### src/verilog/cfs_pkg.sv
// constants and types shared by the fetch sequencer and shifter
package cfs_pkg;
  localparam int PC_W   = 24;
  localparam int WORD_W = 24;
  localparam int DATA_W = 16;
  localparam int REG_W  = 4;
  localparam int AMT_W  = 4;
  // pc behaviour
  localparam logic [PC_W-1:0] PC_RESET = 24'h000000;
  localparam logic [PC_W-1:0] PC_STEP  = 24'h000002;
  localparam logic [PC_W-1:0] PM_LIMIT = 24'h00fffe; // last implemented word address
  // instruction word field positions
  localparam int CLS_HI   = 23;
  localparam int CLS_LO   = 20;
  localparam int DWR_BIT  = 19;
  localparam int DST_HI   = 18;
  localparam int DST_LO   = 15;
  localparam int SIND_BIT = 14;
  localparam int SRC_HI   = 13;
  localparam int SRC_LO   = 10;
  localparam int SOP_HI   = 9;
  localparam int SOP_LO   = 8;
  localparam int AMT_HI   = 7;
  localparam int AMT_LO   = 4;
  localparam logic [AMT_W-1:0] AMT_ONE = 4'h1;
  // instruction flow classes
  typedef enum logic [3:0] {
    CLS_ONE    = 4'h0,
    CLS_SHIFT  = 4'h1,
    CLS_DWM    = 4'h2,
    CLS_BRANCH = 4'h3,
    CLS_SKIP   = 4'h4,
    CLS_RET    = 4'h5,
    CLS_TBL    = 4'h6,
    CLS_TWO_LO = 4'h7,
    CLS_TWO_HI = 4'h8
  } cfs_class_type;
  // shift operations
  typedef enum logic [1:0] {
    arith_shift_right = 2'h0,
    logic_shift_right = 2'h1,
    shift_left_op     = 2'h2
  } cfs_shop_type;
  // sequencer states
  typedef enum logic [2:0] {ST_RUN, ST_DWM2, ST_TBL, ST_RET2, ST_RET3} cfs_state_type;
endpackage

### src/verilog/cfs_core.sv
// instruction fetch/execute sequencer with single-cycle barrel shifter
`timescale 1ns/10ps
// Notes on behaviour
// - barrel shifts 1 to 15 places in one cycle
// - arithmetic right, logical right and left shifts
// - shift operand and result are working registers only
// - single-place shifts go through the alu path
// - fetch overlaps execute, one cycle per instruction
// - double-word move: two cycles, prefetch held
// - branch redirect discards prefetch, two cycles
// - skipped two-word instruction: three cycles, nops
// - return takes three cycles
// - table op suspends fetch, held instruction follows
// - two-word instruction: second fetch is operand
// - orphan second word executes as nop
// - data address dependency inserts one stall
// - return prefetch beyond memory raises trap
// - register written then used for ea delays
module cfs_core (
  // clock and reset
  input  wire logic                       sys_clk,
  input  wire logic                       rst_b,
  // program memory side
  output logic [cfs_pkg::PC_W-1:0]        prog_addr,
  output logic                            prog_rd,
  output logic                            prog_tbl,
  input  wire logic [cfs_pkg::WORD_W-1:0] pm_rdata,
  // execute side inputs
  input  wire logic                       skip_cond,
  input  wire logic [cfs_pkg::PC_W-1:0]   flow_target,
  input  wire logic [cfs_pkg::PC_W-1:0]   ret_addr,
  input  wire logic [cfs_pkg::PC_W-1:0]   tbl_addr,
  input  wire logic [cfs_pkg::DATA_W-1:0] shift_src,
  // execute side outputs
  output logic                            exec_valid,
  output logic [cfs_pkg::WORD_W-1:0]      exec_word,
  output logic                            exec_nop,
  output logic                            exec_opnd,
  output logic                            exec_rw2,
  output logic                            stall,
  output logic                            addr_trap,
  output logic                            wreg_we,
  output logic [cfs_pkg::REG_W-1:0]       wreg_wsel,
  output logic [cfs_pkg::DATA_W-1:0]      wreg_wdata,
  output logic                            alu_shift
);
  import cfs_pkg::*;

  function automatic cfs_class_type cls_of(input logic [WORD_W-1:0] w);
    return cfs_class_type'(w[CLS_HI:CLS_LO]);
  endfunction

  function automatic cfs_shop_type op_of(input logic [WORD_W-1:0] w);
    return cfs_shop_type'(w[SOP_HI:SOP_LO]);
  endfunction

  //////////////////////////////////////////////////////////////////////////
  // reset release through two flops
  logic rst_meta_q;
  logic rst_n_q;
  always_ff @(posedge sys_clk or negedge rst_b) begin
    if (!rst_b) begin
      rst_meta_q <= 1'b0;
      rst_n_q    <= 1'b0;
    end else begin
      rst_meta_q <= 1'b1;
      rst_n_q    <= rst_meta_q;
    end
  end

  //////////////////////////////////////////////////////////////////////////
  // barrel shifter on the word now being decoded
  logic [WORD_W-1:0] cur;
  logic [AMT_W-1:0]  amt;
  cfs_shop_type      sop;
  logic [DATA_W-1:0] stg [0:AMT_W];
  logic [DATA_W-1:0] alu1;
  assign amt    = cur[AMT_HI:AMT_LO];
  assign sop    = op_of(cur);
  assign stg[0] = shift_src; // operand only from the register read port
  generate
    for (genvar g = 0; g < AMT_W; g++) begin : g_stage
      localparam int SH = 1 << g;
      // log stages keep the whole 15-place range inside one cycle
      assign stg[g+1] = !amt[g] ? stg[g] :
                        (sop == shift_left_op)     ? (stg[g] << SH) :
                        (sop == arith_shift_right) ? DATA_W'($signed(stg[g]) >>> SH) :
                        (stg[g] >> SH);
    end
  endgenerate
  // one-place shift in the alu, keeps the barrel off the common path
  always_comb begin
    case (sop)
      shift_left_op:     alu1 = {shift_src[DATA_W-2:0], 1'b0};
      arith_shift_right: alu1 = {shift_src[DATA_W-1], shift_src[DATA_W-1:1]};
      default:           alu1 = {1'b0, shift_src[DATA_W-1:1]};
    endcase
  end

  //////////////////////////////////////////////////////////////////////////
  // sequencer state
  cfs_state_type     state_q, state_d;
  logic [PC_W-1:0]   pc_q, pc_d, prog_addr_q, prog_addr_d;
  logic [WORD_W-1:0] hold_q, hold_d, exec_word_q, exec_word_d;
  logic              hold_v_q, hold_v_d, fetched_q, fetched_d, discard_q, discard_d;
  logic              pend2_q, pend2_d, nullify_q, nullify_d, lwr_q, lwr_d;
  logic [REG_W-1:0]  ldst_q, ldst_d, wreg_wsel_q, wreg_wsel_d;
  logic [DATA_W-1:0] wreg_wdata_q, wreg_wdata_d;
  logic prog_rd_q, prog_rd_d, prog_tbl_q, prog_tbl_d, exec_valid_q, exec_valid_d;
  logic exec_nop_q, exec_nop_d, exec_opnd_q, exec_opnd_d, exec_rw2_q, exec_rw2_d;
  logic stall_q, stall_d, addr_trap_q, addr_trap_d, wreg_we_q, wreg_we_d;
  logic alu_shift_q, alu_shift_d;
  logic avail, dep, fetch;
  cfs_class_type cls;

  // next-state: one decision per instruction cycle
  always_comb begin
    cur   = hold_v_q ? hold_q : pm_rdata;
    avail = hold_v_q | (fetched_q & ~discard_q); // discarded prefetch never executes
    cls   = cls_of(cur);
    dep   = lwr_q & cur[SIND_BIT] & (cur[SRC_HI:SRC_LO] == ldst_q);
    fetch = 1'b0;
    state_d = state_q;  pc_d = pc_q;  prog_addr_d = prog_addr_q;
    hold_d = hold_q;  hold_v_d = hold_v_q;  discard_d = 1'b0;
    pend2_d = pend2_q;  nullify_d = nullify_q;  lwr_d = 1'b0;  ldst_d = ldst_q;
    prog_tbl_d = 1'b0;  exec_valid_d = 1'b0;  exec_word_d = exec_word_q;
    exec_nop_d = 1'b0;  exec_opnd_d = 1'b0;  exec_rw2_d = 1'b0;
    stall_d = 1'b0;  addr_trap_d = 1'b0;  wreg_we_d = 1'b0;  alu_shift_d = 1'b0;
    wreg_wsel_d = wreg_wsel_q;  wreg_wdata_d = wreg_wdata_q;
    case (state_q)
      ST_RUN: begin
        if (!avail) begin
          fetch = 1'b1;
        end else if (pend2_q) begin
          // operand word completes the two-word instruction
          exec_valid_d = 1'b1;
          exec_word_d  = cur;
          exec_opnd_d  = 1'b1;
          pend2_d      = 1'b0;
          hold_v_d     = 1'b0;
          fetch        = 1'b1;
        end else if (nullify_q || cls == CLS_TWO_HI) begin
          // skipped word, or second word seen without its first
          exec_valid_d = 1'b1;
          exec_word_d  = cur;
          exec_nop_d   = 1'b1;
          nullify_d    = 1'b0;
          hold_v_d     = 1'b0;
          fetch        = 1'b1;
        end else if (dep) begin
          // park the dependent word until the register write lands
          stall_d  = 1'b1;
          hold_d   = cur;
          hold_v_d = 1'b1;
        end else begin
          exec_valid_d = 1'b1;
          exec_word_d  = cur;
          hold_v_d     = 1'b0;
          fetch        = 1'b1;
          lwr_d        = cur[DWR_BIT];
          ldst_d       = cur[DST_HI:DST_LO];
          case (cls)
            CLS_SHIFT: begin
              wreg_we_d    = 1'b1;
              wreg_wsel_d  = cur[DST_HI:DST_LO];
              alu_shift_d  = (amt == AMT_ONE);
              wreg_wdata_d = (amt == AMT_ONE) ? alu1 : stg[AMT_W];
            end
            CLS_DWM:    state_d = ST_DWM2;
            CLS_BRANCH: discard_d = 1'b1;
            CLS_SKIP:   nullify_d = skip_cond;
            CLS_RET: begin
              discard_d = 1'b1;
              state_d   = ST_RET2;
            end
            CLS_TBL:    state_d = ST_TBL;
            CLS_TWO_LO: pend2_d = 1'b1;
            default: ;
          endcase
        end
      end
      ST_DWM2: begin
        // second read/write; the prefetched word waits, nothing is flushed
        exec_valid_d = 1'b1;
        exec_rw2_d   = 1'b1;
        lwr_d        = lwr_q;
        hold_d       = pm_rdata;
        hold_v_d     = fetched_q;
        state_d      = ST_RUN;
      end
      ST_TBL: begin
        // program memory cycle steals the fetch slot
        prog_tbl_d  = 1'b1;
        prog_addr_d = tbl_addr;
        hold_d      = pm_rdata;
        hold_v_d    = fetched_q;
        state_d     = ST_RUN;
      end
      ST_RET2: state_d = ST_RET3;
      ST_RET3: begin
        // the refill reaches one word past the return address
        addr_trap_d = (pc_q > PM_LIMIT) || (pc_q > PM_LIMIT - PC_STEP);
        fetch       = 1'b1;
        state_d     = ST_RUN;
      end
      default: state_d = ST_RUN;
    endcase
    fetched_d = fetch;
    prog_rd_d = fetch | prog_tbl_d;
    if (fetch) begin
      prog_addr_d = pc_q;
      pc_d        = pc_q + PC_STEP;
    end
    // redirect overrides the sequential increment
    if (state_q == ST_RUN && avail && !pend2_q && !nullify_q && !dep) begin
      if (cls == CLS_BRANCH) pc_d = flow_target;
      if (cls == CLS_RET)    pc_d = ret_addr;
    end
  end

  // registers of the sequencer
  always_ff @(posedge sys_clk or negedge rst_n_q) begin
    if (!rst_n_q) begin
      state_q <= ST_RUN;  pc_q <= PC_RESET;  prog_addr_q <= PC_RESET;
      hold_q <= '0;  hold_v_q <= 1'b0;  fetched_q <= 1'b0;  discard_q <= 1'b0;
      pend2_q <= 1'b0;  nullify_q <= 1'b0;  lwr_q <= 1'b0;  ldst_q <= '0;
      prog_rd_q <= 1'b0;  prog_tbl_q <= 1'b0;  exec_valid_q <= 1'b0;  exec_word_q <= '0;
      exec_nop_q <= 1'b0;  exec_opnd_q <= 1'b0;  exec_rw2_q <= 1'b0;  stall_q <= 1'b0;
      addr_trap_q <= 1'b0;  wreg_we_q <= 1'b0;  wreg_wsel_q <= '0;  wreg_wdata_q <= '0;
      alu_shift_q <= 1'b0;
    end else begin
      state_q <= state_d;  pc_q <= pc_d;  prog_addr_q <= prog_addr_d;
      hold_q <= hold_d;  hold_v_q <= hold_v_d;  fetched_q <= fetched_d;  discard_q <= discard_d;
      pend2_q <= pend2_d;  nullify_q <= nullify_d;  lwr_q <= lwr_d;  ldst_q <= ldst_d;
      prog_rd_q <= prog_rd_d;  prog_tbl_q <= prog_tbl_d;  exec_valid_q <= exec_valid_d;
      exec_word_q <= exec_word_d;  exec_nop_q <= exec_nop_d;  exec_opnd_q <= exec_opnd_d;
      exec_rw2_q <= exec_rw2_d;  stall_q <= stall_d;  addr_trap_q <= addr_trap_d;
      wreg_we_q <= wreg_we_d;  wreg_wsel_q <= wreg_wsel_d;  wreg_wdata_q <= wreg_wdata_d;
      alu_shift_q <= alu_shift_d;
    end
  end

  // outputs straight from flops
  assign prog_addr  = prog_addr_q;
  assign prog_rd    = prog_rd_q;
  assign prog_tbl   = prog_tbl_q;
  assign exec_valid = exec_valid_q;
  assign exec_word  = exec_word_q;
  assign exec_nop   = exec_nop_q;
  assign exec_opnd  = exec_opnd_q;
  assign exec_rw2   = exec_rw2_q;
  assign stall      = stall_q;
  assign addr_trap  = addr_trap_q;
  assign wreg_we    = wreg_we_q;
  assign wreg_wsel  = wreg_wsel_q;
  assign wreg_wdata = wreg_wdata_q;
  assign alu_shift  = alu_shift_q;

  logic run_x;
  assign run_x = exec_valid_q & ~exec_nop_q & ~exec_opnd_q & ~exec_rw2_q;
endmodule

### config.mk
export PLATFORM = sky130hd
export DESIGN_NAME = cfs_core
export DESIGN_NICKNAME = d
export VERILOG_FILES = /design/src/verilog/cfs_pkg.sv /design/src/verilog/cfs_core.sv
export SDC_FILE = /design/constraint.sdc
export NUM_CORES = 1
export LEC_CHECK = 0
export ABC_AREA = 0
export BUFFER_PORTS_ARGS = -buffer_cell sky130_fd_sc_hd__buf_2
export CAP_MARGIN = 20
export CORE_MARGIN = 4
export CORE_UTILIZATION = 55
export DETAILED_ROUTE_END_ITERATION = 16
export PLACE_DENSITY_LB_ADDON = 0.15
export SETUP_SLACK_MARGIN = 0.05
export SYNTH_ARGS = -nofsm -noshare
export SYNTH_HDL_FRONTEND = slang
export SYNTH_SLANG_ARGS = --single-unit
### constraint.sdc
create_clock -name sys_clk -period 5.9 [get_ports sys_clk]
set_clock_uncertainty 0.2 [all_clocks]
set_input_delay 1.18 -clock sys_clk [delete_from_list [all_inputs] [get_ports sys_clk]]
set_output_delay 1.18 -clock sys_clk [all_outputs]
set_load 0.02 [all_outputs]
==> results of run 1 <==
registers in the layout (all words and copies together), names as in the netlist, 3 cells and up:
name / flops
wreg_wdata: 16
pc_q: 24
prog_addr: 24
ldst_q: 4
hold_q: 24
wreg_wsel: 4
exec_word: 24
state_q: 3
worst register-to-register path, stage by stage (launching register included):
cell     delay (ns)
dfrtp_2        1.00
buf_4          0.36
mux2_2         0.19
nand2_1        0.09
nor4_1         0.70
a21o_1         0.81
nor2_1         0.40
nor2_1         0.24
a21oi_1        0.07
routing by layer:
layer | vias to the layer above | wire [µm]
met4 | 0 | 540
li1 | 3669 | -
met2 | 429 | 11640
met1 | 3735 | 10260
met5 | - | 0
met3 | 63 | 2328
kinds of logic after synthesis:
| logic type | after synthesis |
|---|---|
| muxes | 65 |
| AOI/OAI and AO/OA | 272 |
| xor gates and xnor gates | 27 |
| adders and majority gates | 2 |
| other | 1 |
| buffers and inverters | 75 |
| and+or+nand+nor | 318 |
| DFF | 141 |
area by class of cell:
type	instances	area (µm²)
flip-flops and latches	141	3533
multi-input cells	685	4332
fillers	1223	4667
well taps	184	230.2
inverters	15	56.30
clock inverters	14	198.9
clock buffers	18	439.2
repair buffers	207	1077
synthesized netlist by cell type, types with 10 or more instances:
master / n
a21oi_1: 71
a22oi_1: 46
a31oi_1: 24
buf_2: 18
clkbuf_1: 30
dfrtp_1: 141
inv_1: 15
mux2_2: 17
mux2_4: 20
mux2i_1: 28
nand2_1: 117
nand3_1: 32
nand4_1: 12
nor2_1: 79
nor3_1: 25
nor4_1: 10
o21ai_0: 42
o22ai_1: 28
xnor2_1: 21
power groups by stage:
stage          Clock (mW)  Combinational [mW]  Sequential, mW
2_1_floorplan           0                1.76            2.01
3_3_place_gp            0                2.68            1.83
3_5_place_dp            0                2.73            1.83
4_1_cts              1.16                2.75            1.83
5_1_grt              1.20                3.02            1.90
6_report             1.15                2.77            1.83
worst paths after layout:
path                            endpoint       start  slack, ns  depth (start not counted)
max in group asynchronous       hold_v_q     rst_n_q       3.76                          1
hold reg to reg                  rst_n_q  rst_meta_q       0.17                          0
min in group asynchronous  prog_addr[10]     rst_n_q       0.27                          0
setup reg to reg               ldst_q[2]    hold_v_q       1.69                          8
setup / recovery               ldst_q[2]    hold_v_q       1.69                          8
hold / removal                   rst_n_q  rst_meta_q       0.17                          0
stage by stage:
step	cell area [µm²]	hold slack (ns)	utilization, %
6_report	9867	0.1665	67.89
5_1_grt	9867	0.1735	67.89
4_1_cts	9856	0.1691	67.81
3_5_place_dp	9218	0.1465	63.42
3_3_place_gp	9218	0.1357	63.42
2_1_floorplan	8160	0.1312	-
==> impl_results.md, run 1 <==
- FP Rows: 44
- Final Cycle Share: 71.40%
- Synthesized net count: 1,018
- Grt met3 use: 5.813%
- Die Ht: 129.8 µm
- CP Capture Type: register
- CP cell instances: buf_4, mux2_2, nand2_1, nor4_1, a21o_1, nor2_1, nor2_1, a21oi_1
- Antenna violations before repair: 0
- Compound-gate portion of the synthesized area: 21.51%
- Flop pwr share: 31.8%
- Clock Sinks: 141
- CP Data Required Time: 5.96 ns
- Synthesized area per cell: 9.057 µm²
- Grt ovf: 0
- Routing usage on met1: 40.54%
- Buffers & Inverters on Critical Path: 1
- Num ports: 193
- Post-Synth Simple-Gate Area: 18.18%
- RSZ-0062 raised after global routing: false
- Post_cts resized: 0
- Peak Freq: 237.4 MHz
- Detail Route Antenna Nets: 0
- Number of enable flip-flop cells after synthesis: 0
- Initial core utilization: 56.15%
- Via density: 6.247
- Layer with the highest usage: met2
- Die area: 0.01685 mm²
- H-tree depth: 4
- Switching share of total power: 44.51%
- Slew HR: 24.43%
- Crit-path max cell delay: 1.00 ns
- Max Cap Violations: 0
- Largest net degree at the start of global routing: 73
- Register area share after synthesis: 43.24%
- First-pass GRT wire length: 39,120 µm
- Mean routed wirelength per cell: 19.60 µm
- Worst path arrival time: 4.27 ns
- Primary FF master, synth: dfrtp_1
- Slew @ Worst Pin: 1.129 ns
- Grt met2 use: 47.29%
- CTS root buf: clkbuf_16
- CTS Buffer Depth: 2
- Setup TNS: 0 ns
- Vias in the first global route: 7,442
- Final WS setup: 1.687 ns
- Hold crit path type: register to register
- Status: finished clean
- Flops & latches, synth: 141
- Max-slew violations: 0
- Synth area leader: dfrtp_1
- Delay-heaviest family, CP: simple AND/OR/NAND/NOR gates
- Fin crit period: 4.213 ns
- Port bufs: 192
- Largest family of logic cells by synthesized area: compound AO/OA/AOI/OAI gates
- P&R area growth vs syn: 20.91%
- Combinational power share: 48.2%
- PwrDens: 582.4 mW/mm²
- DP Cell Count: 1,231
- Synth Cell Area: 0.008160 mm²
- Synth top area cells: dfrtp_1 43%, nand2_1 5.4%, a21oi_1 4.4%, a22oi_1 4.2%, mux2_4 3.7%
- Worst path slowest cell: dfrtp_2
- Placement Setup Slack: 1.705 ns
- Post-synth cell types: 69
- Post-route insts no fill: 1,264
- Psw: 2.558 mW
- Pwr Total: 5.746 mW
- Most frequent cells in the layout: 192 x buf_2, 139 x dfrtp_1, 117 x nand2_1
- Mux contribution to synthesized area: 9.460%
- Cell repeated most along the worst path: nor2_1
- DPL Wire Length: 17,530 µm
- FFs w/ async S/R, synth: 100.0%
- Core footprint: 0.01453 mm²
- Endpoints failing setup: 0
- Synth Area in Adders: 0.3067%
- Commonest non-fill, non-tap cell in the layout: buf_2
- Via count: 7,896
- Post-synth top area share: 43.24%
- Hold-fix buffers, CTS: 0
- Drc violations: 0
- Final WL: 24,780 µm
- CTS tree: yes
- Leakage: 4.363 nW
- Clock power frac: 19.9%
- Num CTS Buffers: 17
- Pint: 3.188 mW
- # Post-CTS Setup Buffers: 0
- Die width: 129.8 µm
- Peak fanout along the critical path: 39
- Pre-Repair DR Iteration Count: 5
- Startpoint Class: register
- Initial DRC count: 887
- # diodes: 0
- Ys Warns: 0
- Gr usage total: 29.33%
- Nets: 1,184
- Clock-pin slew on the worst setup and hold paths: 0.07 ns
- WS Path Type: register to register
- Clk Latency, worst-skew pair: 0.42 ns
- Hold Vio Cnt, Final: 0
- Share of layout cells above drive strength 1: 27.78%
- GPL Wtd Cong: 1.026
- Post-Synth XOR/XNOR Area: 2.898%
- Post-synthesis cell count: 901
- Worst VDD drop: 291.0 µV
(Power assumes the default switching activity.)
==> run 2: changes to the inputs <==
clock period = 3.9 ns   (was 5.9 ns; I/O delays follow)
==> run 2 against run 1 <==
  * Maximum frequency grew 22%
  * Largest cell class unchanged
  * Critical path type unchanged
  * Flip-flop and latch count stayed put
  * Non-clock buffer count grew 27
  * Sequential power grew 50%
  * Core utilization grew 1.8 points
==> impl_results.md, run 2 (same netlist as run 1, synthesis figures left out) <==
- Clk Latency, worst-skew pair: 0.42 ns
- Largest net degree at the start of global routing: 85
- Layout Utilization: 69.68%
- Nets: 1,211
- Drc violations: 0
- CP Data Required Time: 3.98 ns
- Hold-fix buffers, CTS: 1
- Detail Route Antenna Nets: 0
- Antenna violations before repair: 0
- Num ports: 193
- CTS root buf: clkbuf_16
- Num CTS Buffers: 17
- Die area: 0.01685 mm²
- CP Capture Type: register
- Placement Setup Slack: 0.6078 ns
- DPL Wire Length: 18,540 µm
- Hold Vio Cnt, Final: 0
- Core footprint: 0.01453 mm²
- Mean routed wirelength per cell: 20.25 µm
- Share of layout cells above drive strength 1: 29.27%
- Status: finished clean
- # diodes: 0
- Initial core utilization: 56.15%
- Post-route insts no fill: 1,291
- Fill cells: 1,150
- Via density: 6.283
- Commonest non-fill, non-tap cell in the layout: buf_2
- Via count: 8,111
- Max Cap Violations: 0
- H-tree depth: 4
- Max-slew violations: 0
- Post_cts resized: 0
- Port bufs: 192
- FP Rows: 44
- Final Cycle Share: 88.51%
- Slew @ Worst Pin: 0.7366 ns
- RSZ-0062 raised after global routing: false
- Leakage: 4.524 nW
- Setup TNS: 0 ns
- Pwr Total: 8.952 mW
- Worst path arrival time: 3.54 ns
- Die width: 129.8 µm
- WS Path Type: register to register
- Clock Sinks: 141
- PwrDens: 884.0 mW/mm²
- DP Cell Count: 1,257
- Pre-Repair DR Iteration Count: 9
- Vias in the first global route: 7,653
- GPL Wtd Cong: 1.008
- Hold crit path type: register to asynchronous set/reset pin
- # Post-CTS Setup Buffers: 0
- P&R area growth vs syn: 24.10%
- Slew HR: 50.38%
- Peak fanout along the critical path: 22
- Final WS setup: 0.4480 ns
- Die Ht: 129.8 µm
- Most frequent cells in the layout: 192 x buf_2, 139 x dfrtp_1, 117 x nand2_1
- First-pass GRT wire length: 40,360 µm
- Fin crit period: 3.452 ns
- Clock-pin slew on the worst setup and hold paths: 0.06 ns
- Grt ovf: 0
- Endpoints failing setup: 0
- Gr usage total: 30.38%
- Startpoint Class: register
- Worst VDD drop: 480.4 µV
- CTS tree: yes
- Initial DRC count: 908
- Peak Freq: 289.7 MHz
- CTS Buffer Depth: 2
- Final WL: 26,140 µm
[run 2: cell types whose count changed in the layout (fill, tap and decap cells not counted), moves of 2 or more]
cell,delta
clkinv_2,+2
clkinvlp_4,-2
buf_12,+4
buf_4,+22
inv_8,-2
[run 2: through the flow]
| stage | hold WS (ns) | area (µm²) |
|---|---|---|
| final | 0.03249 | 10130 |
| after floorplan | 0.1311 | 8162 |
| after global routing | 0.06627 | 10130 |
| after global placement | 0.1353 | 9448 |
| after CTS | 0.1854 | 10100 |
| after detailed placement | 0.1722 | 9448 |
[run 2: area by class of cell]
class	instances	area, µm²	area share (%)
clock buffer	18	439.2	4.337
clock inverter	14	202.7	2.001
inverter	15	56.30	0.5560
multi-input combinational	685	4317	42.62
sequential	141	3533	34.89
tap	184	230.2	2.273
timing repair buffer	234	1349	13.32
[run 2: critical path: stages (launching register included)]
cell	delay (ns)
dfrtp_2	0.70
buf_12	0.23
mux2i_1	0.32
xnor2_1	0.23
nor4_1	0.15
buf_4	0.17
a211o_1	0.31
inv_1	0.32
nand2_1	0.23
a2111oi_0	0.34
a21oi_1	0.12
[run 2: worst paths after layout]
path / start / to / slack [ns] / depth (start not counted)
max in group asynchronous: rst_n_q / hold_v_q / 2.83 / 1
min in group sys_clk: rst_meta_q / rst_n_q / 0.19 / 0
hold reg to reg: rst_n_q / prog_addr[3] / 0.03 / 0
setup reg to reg: hold_v_q / wreg_wdata[6] / 0.45 / 10
hold / removal: rst_n_q / prog_addr[3] / 0.03 / 0
setup / recovery: hold_v_q / wreg_wdata[6] / 0.45 / 10
[run 2: power breakdown]
part | switching (mW) | internal (mW) | total (mW)
Combinational | 2.68 | 1.75 | 4.43
Sequential | 0.592 | 2.16 | 2.75
Clock | 0.666 | 1.10 | 1.77
Total | 3.94 | 5.01 | 8.95
[run 2: layer usage]
metal  global-route usage, %  share of wire (%)  up-vias  routed length, µm
met2                   50.14                 47      543              12250
met1                   39.28                 39     3771              10330
met5                       0                  0        -                  0
li1                        -                  -     3714                  -
met4                   12.29                3.5        0                910
met3                   6.386                 10       83               2659
